--- src/hdl/power_down_pkg.sv ---
// Constants, types and register layout for the power-down mode controller
package power_down_pkg;

  // ---------------------------------------------------------------
  // Register map (offsets are word indices, byte address = 4 x index)
  // ---------------------------------------------------------------
  localparam logic [31:0] STANDBY_CONTROL_INDEX        = 32'hffffff82;
  localparam logic [31:0] STANDBY_CONTROL_SECOND_INDEX = 32'hffffff88;
  localparam logic [31:0] STANDBY_CONTROL_ADDR        = {STANDBY_CONTROL_INDEX[29:0], 2'b00};
  localparam logic [31:0] STANDBY_CONTROL_SECOND_ADDR =
    {STANDBY_CONTROL_SECOND_INDEX[29:0], 2'b00};

  localparam logic [7:0] STANDBY_CONTROL_RESET        = 8'h00;
  localparam logic [7:0] STANDBY_CONTROL_SECOND_RESET = 8'h00;
  // Writable bits of the first register; bits 6, 5 and 3 read as zero
  localparam logic [7:0] STANDBY_CONTROL_WMASK        = 8'h97;

  // ---------------------------------------------------------------
  // Field positions
  // ---------------------------------------------------------------
  localparam int STANDBY_SELECT_BIT   = 7;
  localparam int CRYSTAL_KEEP_BIT     = 4;
  localparam int TIMER_UNIT_STOP_BIT  = 2;
  localparam int RTC_CLOCK_STOP_BIT   = 1;
  localparam int SERIAL_CLOCK_STOP_BIT = 0;
  localparam int BREAK_STOP_BIT       = 5;
  localparam int DMA_STOP_BIT         = 4;
  localparam int DAC_STOP_BIT         = 3;
  localparam int ADC_STOP_BIT         = 2;
  localparam int FIFO_SERIAL_STOP_BIT = 1;
  localparam int IRDA_STOP_BIT        = 0;

  // ---------------------------------------------------------------
  // Bus answers
  // ---------------------------------------------------------------
  localparam logic [1:0] RESP_OKAY   = 2'b00;
  localparam logic [1:0] RESP_SLVERR = 2'b10;

  // ---------------------------------------------------------------
  // Types
  // ---------------------------------------------------------------
  typedef enum logic [2:0] {
    MODE_RUN,
    MODE_SLEEP,
    MODE_STANDBY,
    MODE_WAKE_WAIT,
    MODE_HW_STANDBY
  } pwr_mode_t;

  typedef struct packed {
    logic timerUnit;
    logic rtcInterface;
    logic serialInterface;
    logic breakController;
    logic dma;
    logic dac;
    logic adc;
    logic fifoSerial;
    logic irdaSerial;
  } module_clock_t;

  typedef struct packed {
    logic clockGenRun;
    logic coreHalt;
    logic memSelfRefresh;
    logic rtcCounterRun;
    logic timerPinHold;
    logic serialPinReset;
  } power_state_t;

endpackage

--- src/hdl/power_down_mode_controller.sv ---
// Power-down mode controller with AXI4-Lite register access
`timescale 1ns/1ps
module power_down_mode_controller
  import power_down_pkg::*;
(
  input  wire logic                  clk,
  input  wire logic                  sys_rst,
  input  wire logic                  clkEnable,
  input  wire logic                  manualReset_n,
  input  wire logic                  hwStandbyIn_n,
  input  wire logic                  sleepExec,
  input  wire logic                  interruptAccept,
  input  wire logic                  watchdogOverflow,
  input  wire logic                  rtcStartBit,
  input  wire logic                  timerFromRtc,
  input  wire logic [31:0]           s_axi_awaddr,
  input  wire logic                  s_axi_awvalid,
  output logic                       s_axi_awready,
  input  wire logic [31:0]           s_axi_wdata,
  input  wire logic [3:0]            s_axi_wstrb,
  input  wire logic                  s_axi_wvalid,
  output logic                       s_axi_wready,
  output logic [1:0]                 s_axi_bresp,
  output logic                       s_axi_bvalid,
  input  wire logic                  s_axi_bready,
  input  wire logic [31:0]           s_axi_araddr,
  input  wire logic                  s_axi_arvalid,
  output logic                       s_axi_arready,
  output logic [31:0]                s_axi_rdata,
  output logic [1:0]                 s_axi_rresp,
  output logic                       s_axi_rvalid,
  input  wire logic                  s_axi_rready,
  output logic                       proc_state_hi,
  output logic                       proc_state_lo,
  output logic                       wakeupOut_n,
  output power_down_pkg::module_clock_t moduleClockRun,
  output power_down_pkg::power_state_t  powerState,
  output logic                       rtcRegAccess
);
  import power_down_pkg::*;

  // ---------------------------------------------------------------
  // Pin synchronisers
  // ---------------------------------------------------------------
  logic [2:0] manualSync;
  logic [2:0] hwStandbySync;
  logic       manualResetActive;
  logic       hwStandbyActive;

  // Filtered level changes only once the second and third stages agree
  always_ff @(posedge clk or posedge sys_rst)
  begin
    if (sys_rst)
    begin
      manualSync        <= 3'h7;
      hwStandbySync     <= 3'h7;
      manualResetActive <= 1'b0;
      hwStandbyActive   <= 1'b0;
    end
    else if (clkEnable)
    begin
      manualSync <= {manualSync[1:0], manualReset_n};
      hwStandbySync <= {hwStandbySync[1:0], hwStandbyIn_n};
      if (manualSync[1] == manualSync[2])
        manualResetActive <= ~manualSync[2];
      if (hwStandbySync[1] == hwStandbySync[2])
        hwStandbyActive <= ~hwStandbySync[2];
    end
  end

  // ---------------------------------------------------------------
  // Register bus
  // ---------------------------------------------------------------
  logic [7:0]  standbyControl;
  logic [7:0]  standbyControlSecond;
  logic        awHeld;
  logic        wHeld;
  logic [31:0] awAddr;
  logic [31:0] wData;
  logic        wLane0;

  function automatic logic addrHit(input logic [31:0] addr);
    addrHit = (addr == STANDBY_CONTROL_ADDR) || (addr == STANDBY_CONTROL_SECOND_ADDR);
  endfunction

  always_ff @(posedge clk or posedge sys_rst)
  begin
    if (sys_rst)
    begin
      awHeld        <= 1'b0;
      wHeld         <= 1'b0;
      awAddr        <= 32'h00000000;
      wData         <= 32'h00000000;
      wLane0        <= 1'b0;
      s_axi_awready <= 1'b0;
      s_axi_wready  <= 1'b0;
      s_axi_bvalid  <= 1'b0;
      s_axi_bresp   <= RESP_OKAY;
    end
    else if (clkEnable)
    begin
      s_axi_awready <= ~awHeld & ~s_axi_bvalid & ~(s_axi_awvalid & s_axi_awready);
      s_axi_wready  <= ~wHeld & ~s_axi_bvalid & ~(s_axi_wvalid & s_axi_wready);
      if (s_axi_awvalid && s_axi_awready)
      begin
        awHeld <= 1'b1;
        awAddr <= s_axi_awaddr;
      end
      if (s_axi_wvalid && s_axi_wready)
      begin
        wHeld  <= 1'b1;
        wData  <= s_axi_wdata;
        wLane0 <= s_axi_wstrb[0];
      end
      if (awHeld && wHeld && !s_axi_bvalid)
      begin
        awHeld       <= 1'b0;
        wHeld        <= 1'b0;
        s_axi_bvalid <= 1'b1;
        s_axi_bresp  <= addrHit(awAddr) ? RESP_OKAY : RESP_SLVERR;
      end
      else if (s_axi_bvalid && s_axi_bready)
        s_axi_bvalid <= 1'b0;
    end
  end

  // only the power-on reset clears; manual reset leaves contents
  // each register takes its own fixed address, low byte lane
  // reserved bits of the first register never store a one; the second register stores all eight bits
  always_ff @(posedge clk or posedge sys_rst)
  begin
    if (sys_rst)
    begin
      standbyControl       <= STANDBY_CONTROL_RESET;
      standbyControlSecond <= STANDBY_CONTROL_SECOND_RESET;
    end
    else if (clkEnable && awHeld && wHeld && !s_axi_bvalid && wLane0)
    begin
      if (awAddr == STANDBY_CONTROL_ADDR)
        standbyControl <= wData[7:0] & STANDBY_CONTROL_WMASK;
      if (awAddr == STANDBY_CONTROL_SECOND_ADDR)
        standbyControlSecond <= wData[7:0];
    end
  end

  always_ff @(posedge clk or posedge sys_rst)
  begin
    if (sys_rst)
    begin
      s_axi_arready <= 1'b0;
      s_axi_rvalid  <= 1'b0;
      s_axi_rdata   <= 32'h00000000;
      s_axi_rresp   <= RESP_OKAY;
    end
    else if (clkEnable)
    begin
      s_axi_arready <= ~s_axi_rvalid & ~(s_axi_arvalid & s_axi_arready);
      if (s_axi_arvalid && s_axi_arready)
      begin
        s_axi_rvalid <= 1'b1;
        s_axi_rresp  <= addrHit(s_axi_araddr) ? RESP_OKAY : RESP_SLVERR;
        if (s_axi_araddr == STANDBY_CONTROL_ADDR)
          s_axi_rdata <= {24'h000000, standbyControl};
        else if (s_axi_araddr == STANDBY_CONTROL_SECOND_ADDR)
          s_axi_rdata <= {24'h000000, standbyControlSecond};
        else
          s_axi_rdata <= 32'h00000000;
      end
      else if (s_axi_rvalid && s_axi_rready)
        s_axi_rvalid <= 1'b0;
    end
  end

  // ---------------------------------------------------------------
  // Mode sequencer
  // ---------------------------------------------------------------
  pwr_mode_t mode;

  always_ff @(posedge clk or posedge sys_rst)
  begin
    if (sys_rst)
      mode <= MODE_RUN;
    else if (clkEnable)
    begin
      case (mode)
        MODE_RUN:
        begin
          // select bit picks sleep or standby
          if (sleepExec)
            mode <= standbyControl[STANDBY_SELECT_BIT] ? MODE_STANDBY : MODE_SLEEP;
        end
        MODE_SLEEP:
        begin
          if (interruptAccept)
            mode <= MODE_RUN;
        end
        MODE_STANDBY:
        begin
          // wake source seen, wait for oscillator settling
          if (interruptAccept)
            mode <= MODE_WAKE_WAIT;
        end
        MODE_WAKE_WAIT:
        begin
          if (watchdogOverflow)
            mode <= MODE_RUN;
        end
        MODE_HW_STANDBY:
          mode <= MODE_HW_STANDBY;
        default:
          mode <= MODE_RUN;
      endcase
      // manual reset leaves sleep and standby
      if (manualResetActive && mode != MODE_HW_STANDBY)
        mode <= MODE_RUN;
      // pin wins over everything; only power-on reset leaves
      if (hwStandbyActive)
        mode <= MODE_HW_STANDBY;
    end
  end

  // ---------------------------------------------------------------
  // Registered outputs
  // ---------------------------------------------------------------
  logic deepStop;
  logic hwStop;
  logic next_rtcRun;
  logic next_timerRun;

  always_comb
  begin
    deepStop = (mode == MODE_STANDBY) || (mode == MODE_WAKE_WAIT) ||
               (mode == MODE_HW_STANDBY);
    hwStop   = (mode == MODE_HW_STANDBY);
    // RTC survives both standby kinds only when started
    next_rtcRun   = !deepStop || rtcStartBit;
    // RTC-fed timer survives plain standby only
    next_timerRun = !standbyControl[TIMER_UNIT_STOP_BIT] &&
                    (!deepStop || (!hwStop && timerFromRtc && rtcStartBit));
  end

  always_ff @(posedge clk or posedge sys_rst)
  begin
    if (sys_rst)
    begin
      proc_state_hi <= 1'b1;
      proc_state_lo <= 1'b1;
    end
    else if (clkEnable)
    begin
      // HH reset, HL sleep, LH standby, LL normal
      if (manualResetActive && !hwStop)
      begin
        proc_state_hi <= 1'b1;
        proc_state_lo <= 1'b1;
      end
      else
      begin
        proc_state_hi <= (mode == MODE_SLEEP);
        proc_state_lo <= deepStop;
      end
    end
  end

  always_ff @(posedge clk or posedge sys_rst)
  begin
    if (sys_rst)
      wakeupOut_n <= 1'b1;
    else if (clkEnable)
      // low from accepted wakeup until watchdog overflow returns
      wakeupOut_n <= ~((mode == MODE_WAKE_WAIT) ||
                       (mode == MODE_STANDBY && interruptAccept)) | manualResetActive;
  end

  always_ff @(posedge clk or posedge sys_rst)
  begin
    if (sys_rst)
    begin
      moduleClockRun <= '1;
      rtcRegAccess   <= 1'b1;
    end
    else if (clkEnable)
    begin
      // each stop bit gates one module, clearing restores it
      moduleClockRun.timerUnit       <= next_timerRun;
      // interface clock gated, counter kept apart below
      moduleClockRun.rtcInterface    <= !standbyControl[RTC_CLOCK_STOP_BIT] && !deepStop;
      rtcRegAccess                   <= !standbyControl[RTC_CLOCK_STOP_BIT] && !deepStop;
      moduleClockRun.serialInterface <= !standbyControl[SERIAL_CLOCK_STOP_BIT] && !deepStop;
      moduleClockRun.breakController <= !standbyControlSecond[BREAK_STOP_BIT] && !deepStop;
      moduleClockRun.dma             <= !standbyControlSecond[DMA_STOP_BIT] && !deepStop;
      moduleClockRun.dac             <= !standbyControlSecond[DAC_STOP_BIT] && !deepStop;
      moduleClockRun.adc             <= !standbyControlSecond[ADC_STOP_BIT] && !deepStop;
      moduleClockRun.fifoSerial      <= !standbyControlSecond[FIFO_SERIAL_STOP_BIT] && !deepStop;
      moduleClockRun.irdaSerial      <= !standbyControlSecond[IRDA_STOP_BIT] && !deepStop;
    end
  end

  always_ff @(posedge clk or posedge sys_rst)
  begin
    if (sys_rst)
      powerState <= '{clockGenRun: 1'b1, coreHalt: 1'b0, memSelfRefresh: 1'b0,
                      rtcCounterRun: 1'b1, timerPinHold: 1'b0, serialPinReset: 1'b0};
    else if (clkEnable)
    begin
      // crystal-keep holds the generator in plain standby only
      // hardware standby always halts the generator
      powerState.clockGenRun    <= !deepStop ||
                                   (!hwStop && standbyControl[CRYSTAL_KEEP_BIT]);
      // core halted in every power-down mode
      powerState.coreHalt       <= (mode != MODE_RUN);
      // memory refresh moves to self-refresh while clocks stop
      powerState.memSelfRefresh <= deepStop;
      // counter independent of the interface gate
      powerState.rtcCounterRun  <= next_rtcRun;
      // stopped timer keeps its pin, stopped serial resets its pin
      powerState.timerPinHold   <= standbyControl[TIMER_UNIT_STOP_BIT];
      powerState.serialPinReset <= standbyControl[SERIAL_CLOCK_STOP_BIT];
    end
  end

endmodule

--- config.mk ---
export PLATFORM = sky130hd
export DESIGN_NAME = power_down_mode_controller
export DESIGN_NICKNAME = d
export VERILOG_FILES = /design/src/hdl/power_down_pkg.sv /design/src/hdl/power_down_mode_controller.sv
export SDC_FILE = /design/constraint.sdc
export NUM_CORES = 1
export LEC_CHECK = 0
export ABC_AREA = 1
export ABC_CLOCK_PERIOD_IN_PS = 10400
export BUFFER_PORTS_ARGS = -buffer_cell sky130_fd_sc_hd__buf_2
export CAP_MARGIN = 5
export CORE_ASPECT_RATIO = 0.5
export CORE_MARGIN = 10
export CORE_UTILIZATION = 53
export DETAILED_ROUTE_END_ITERATION = 7
export PLACE_DENSITY = 0.85
export SETUP_SLACK_MARGIN = 0.5
export SLEW_MARGIN = 25
export SYNTH_ARGS = -nofsm -noshare
export SYNTH_HDL_FRONTEND = slang
export SYNTH_SLANG_ARGS = --single-unit
--- constraint.sdc ---
create_clock -name clk -period 10.4 [get_ports clk]
set_clock_uncertainty 0.15 [all_clocks]
set_input_delay 3.12 -clock clk [delete_from_list [all_inputs] [get_ports clk]]
set_output_delay 3.12 -clock clk [all_outputs]
set_load 0.02 [all_outputs]
==> key figures <==
Die
  • Area of the core: 8680 sq um
  • Die height: 86.6 um
  • Initial Utilization: 54.2%
  • # rows: 24
  • Die width: 153 um
  • # IOs: 175
  • Full die area: 13300 sq um

STA
  • Fmax: 207 MHz
  • Final worst-path cycle share: 46.4%
  • Max-slew headroom: 44.0%
  • Final hold vios: 0
  • Pins Over Slew Limit: 0
  • Post-route setup TNS: 0 ns
  • Worst slew pin tran: 0.839 ns
  • Min Tclk post-route: 4.82 ns
  • WHS: 0.315 ns
  • RSZ-0062 raised after global routing: no
  • Final setup vio count: 0

Run status
  • Status: finished clean

Synth
  • Post-synth cell types: 28
  • Largest area contributor in the netlist: dfrtp_1
  • Area share of the largest cell type after synthesis: 42.6%
  • Ys flop type: dfrtp_1
  • Post-Syn Area: 4700 sq um
  • Synth Area per Inst: 7.98 sq um
  • Yosys reg bits: 100
  • Count leader, synth: nand2_1
  • Async SR Flop Fraction: 100%
  • Main area contributors after synthesis: dfrtp_1 (43%), nand2_1 (22%), dfstp_2 (11%), buf_4 (4.5%), nor2_1 (3.8%)
  • YS warnings: 0
  • Post-Syn Instances: 589
  • Post-synth top cells: nand2_1 (280), dfrtp_1 (80), nor2_1 (47)
  • Sequential area share after synthesis: 53.8%
  • Post-synth EDFFs: 0

Clocking
  • Post-CTS Resized: 0
  • Post-CTS Setup Repair Bufs: 0
  • Clk root buf: clkbuf_16
  • Clk sinks: 100
  • Clock transition at path regs: 0.07 ns
  • Max H-tree Level: 3
  • Clock tree from TritonCTS: yes
  • Post-CTS Hold Buffers: 0
  • Inserted Clock Buffers: 9
  • CTS max path bufs: 2
  • Worst-Skew Late Latency: 0.34 ns

Setup path
  • FF-to-FF Start: s_axi_awready
  • CP max-delay cell: inv_1
  • Register-to-register setup slack: 8.53 ns
  • Cell mode on critical path: nand2_1
  • CP Buf/Inv Count: 4
  • Critical-path maximum fanout: 43
  • Crit path to: awAddr[1]
  • Worst-path cell chain: buf_2 -> inv_4 -> nor2_2 -> buf_4 -> inv_1 -> nand2_1 -> nand2_1
  • Type of origin of the critical path: input pin
  • WS Path Type: in2reg
  • Worst Setup SP: clkEnable
  • Crit Reg-Reg Endpoint: awAddr[1]
  • Reg2Reg Depth: 6
  • Required time worst endpoint: 10.48 ns
  • Critical path arrival: 4.90 ns
  • Critical Path Stages: 7
  • Worst Setup End Kind: flop
  • CP delay by family, top: buffers and inverters
  • Max stage delay on crit path: 0.46 ns

Global route
  • Grt ovf: 0
  • Vias in the first global route: 3948
  • GRT Total Usage: 16.6%
  • Largest net degree at the start of global routing: 66
  • First-pass GRT wire length: 18500 um
  • Initial antenna violation count: 0

Routing
  • ANT nets after route: 0
  • Final WL: 11000 um
  • Initial drt markers: 199
  • Drt wl/cell: 13.3 um
  • DR vias/cell: 4.82
  • Via count: 3978
  • Detailed-route DRC error count: 0
  • Drt first pass iters: 5

Finish
  • Final instance area: 5560 sq um
  • Area grow syn2layout: 18.3%
  • Ant. Diodes: 0
  • Utilization after layout: 64.1%
  • Share of cells above drive strength 1: 24.4%
  • # nets final: 818

Placement
  • # port buffers: 121
  • RePlAce Congestion: 0.848
  • Placed Instance Area: 5270 sq um
  • Dpl hpwl: 8140 um

Power and ir drop
  • Sw frac: 32.8%
  • Pint: 0.797 mW
  • Total Power: 1.19 mW
  • Power Dens Cells: 213 nW/um^2
  • Part of the power in registers: 49.4%
  • Clock network fraction of design power: 27.6%
  • Max IR drop VDD: 121 uV
  • Sw Pwr: 0.389 mW
  • P_leak: 3.07 nW
  • Comb pwr share: 23.1%

Flow run
  • Max cap viols: 0

Min path
  • HP Class: reg2reg
-- power groups by stage --
stage	Sequential, mW	Combinational (mW)	Clock [mW]
finish	0.586	0.274	0.327
global route	0.603	0.322	0.351
CTS	0.586	0.280	0.336
detailed placement	0.592	0.278	0
global placement	0.585	0.269	0
floorplan	0.608	0.181	0
-- cell usage in the layout (no fill, tap or decap), types with 7 or more instances in the layout --
cell and count:
dfstp_2 20, o21ai_0 15, nor2_1 47, nand4_1 15, buf_2 121, conb_1 26, a21oi_1 7, clkbuf_16 9
nand3_1 25, inv_1 28, nand2_1 280, dfrtp_1 80
-- worst min path at each step --
stage | cells past startpoint | endpoint | slack [ns] | from
floorplan | 2 | awAddr[10] | 0.29 | awAddr[10]
global placement | 2 | hwStandbySync[1] | 0.30 | hwStandbySync[1]
finish | 2 | hwStandbySync[0] | 0.32 | hwStandbySync[0]
CTS | 2 | hwStandbySync[0] | 0.32 | hwStandbySync[0]
global route | 2 | hwStandbySync[1] | 0.34 | hwStandbySync[0]
detailed placement | 2 | hwStandbySync[0] | 0.30 | hwStandbySync[0]
-- cells by family (layout without fill, tap and decap cells) --
logic type	count (synthesis)	in the layout	synth area share, %
compound gates	28	28	3.30
buf+inv	76	170	8.84
flops	100	100	53.8
other cells	1	26	0.0798
simple gates	384	384	34.0
-- final cells by class --
class	instances	area, sq um
inverter	31	121
fill	798	3120
timing repair buffer	123	621
tap	117	146
clock inverter	6	63.8
clock buffer	10	229
multi-input combinational	438	1850
sequential	100	2530
-- tightest hold or removal path: stages (launching register included) --
cell     delay, ns
dfstp_2       0.37
nand2_1       0.05
nand2_1       0.04
-- layer usage --
metal | track usage (%) | vias up | routed length (um)
li1 | - | 2010 | -
met1 | 20.9 | 1810 | 5100
met2 | 27.4 | 148 | 5010
met3 | 5.54 | 10 | 805
met4 | 3.70 | 0 | 68
met5 | 0 | - | 0
-- per-stage QoR --
step	setup WS, ns	std cells
floorplan	4.54	614
global placement	5.26	809
detailed placement	5.20	809
CTS	5.56	825
global route	5.28	825
finish	5.58	825
-- state kept, by name, indices dropped and copies added (netlist names), 3 cells and up --
| signal | cells |
|---|---|
| awAddr | 32 |
| moduleClockRun | 8 |
| s_axi_rdata | 8 |
| standbyControlSecond | 8 |
| wData | 8 |
| powerState | 6 |
| standbyControl | 5 |
| hwStandbySync | 3 |
| manualSync | 3 |
| mode | 3 |
(Power assumes the default switching activity.)
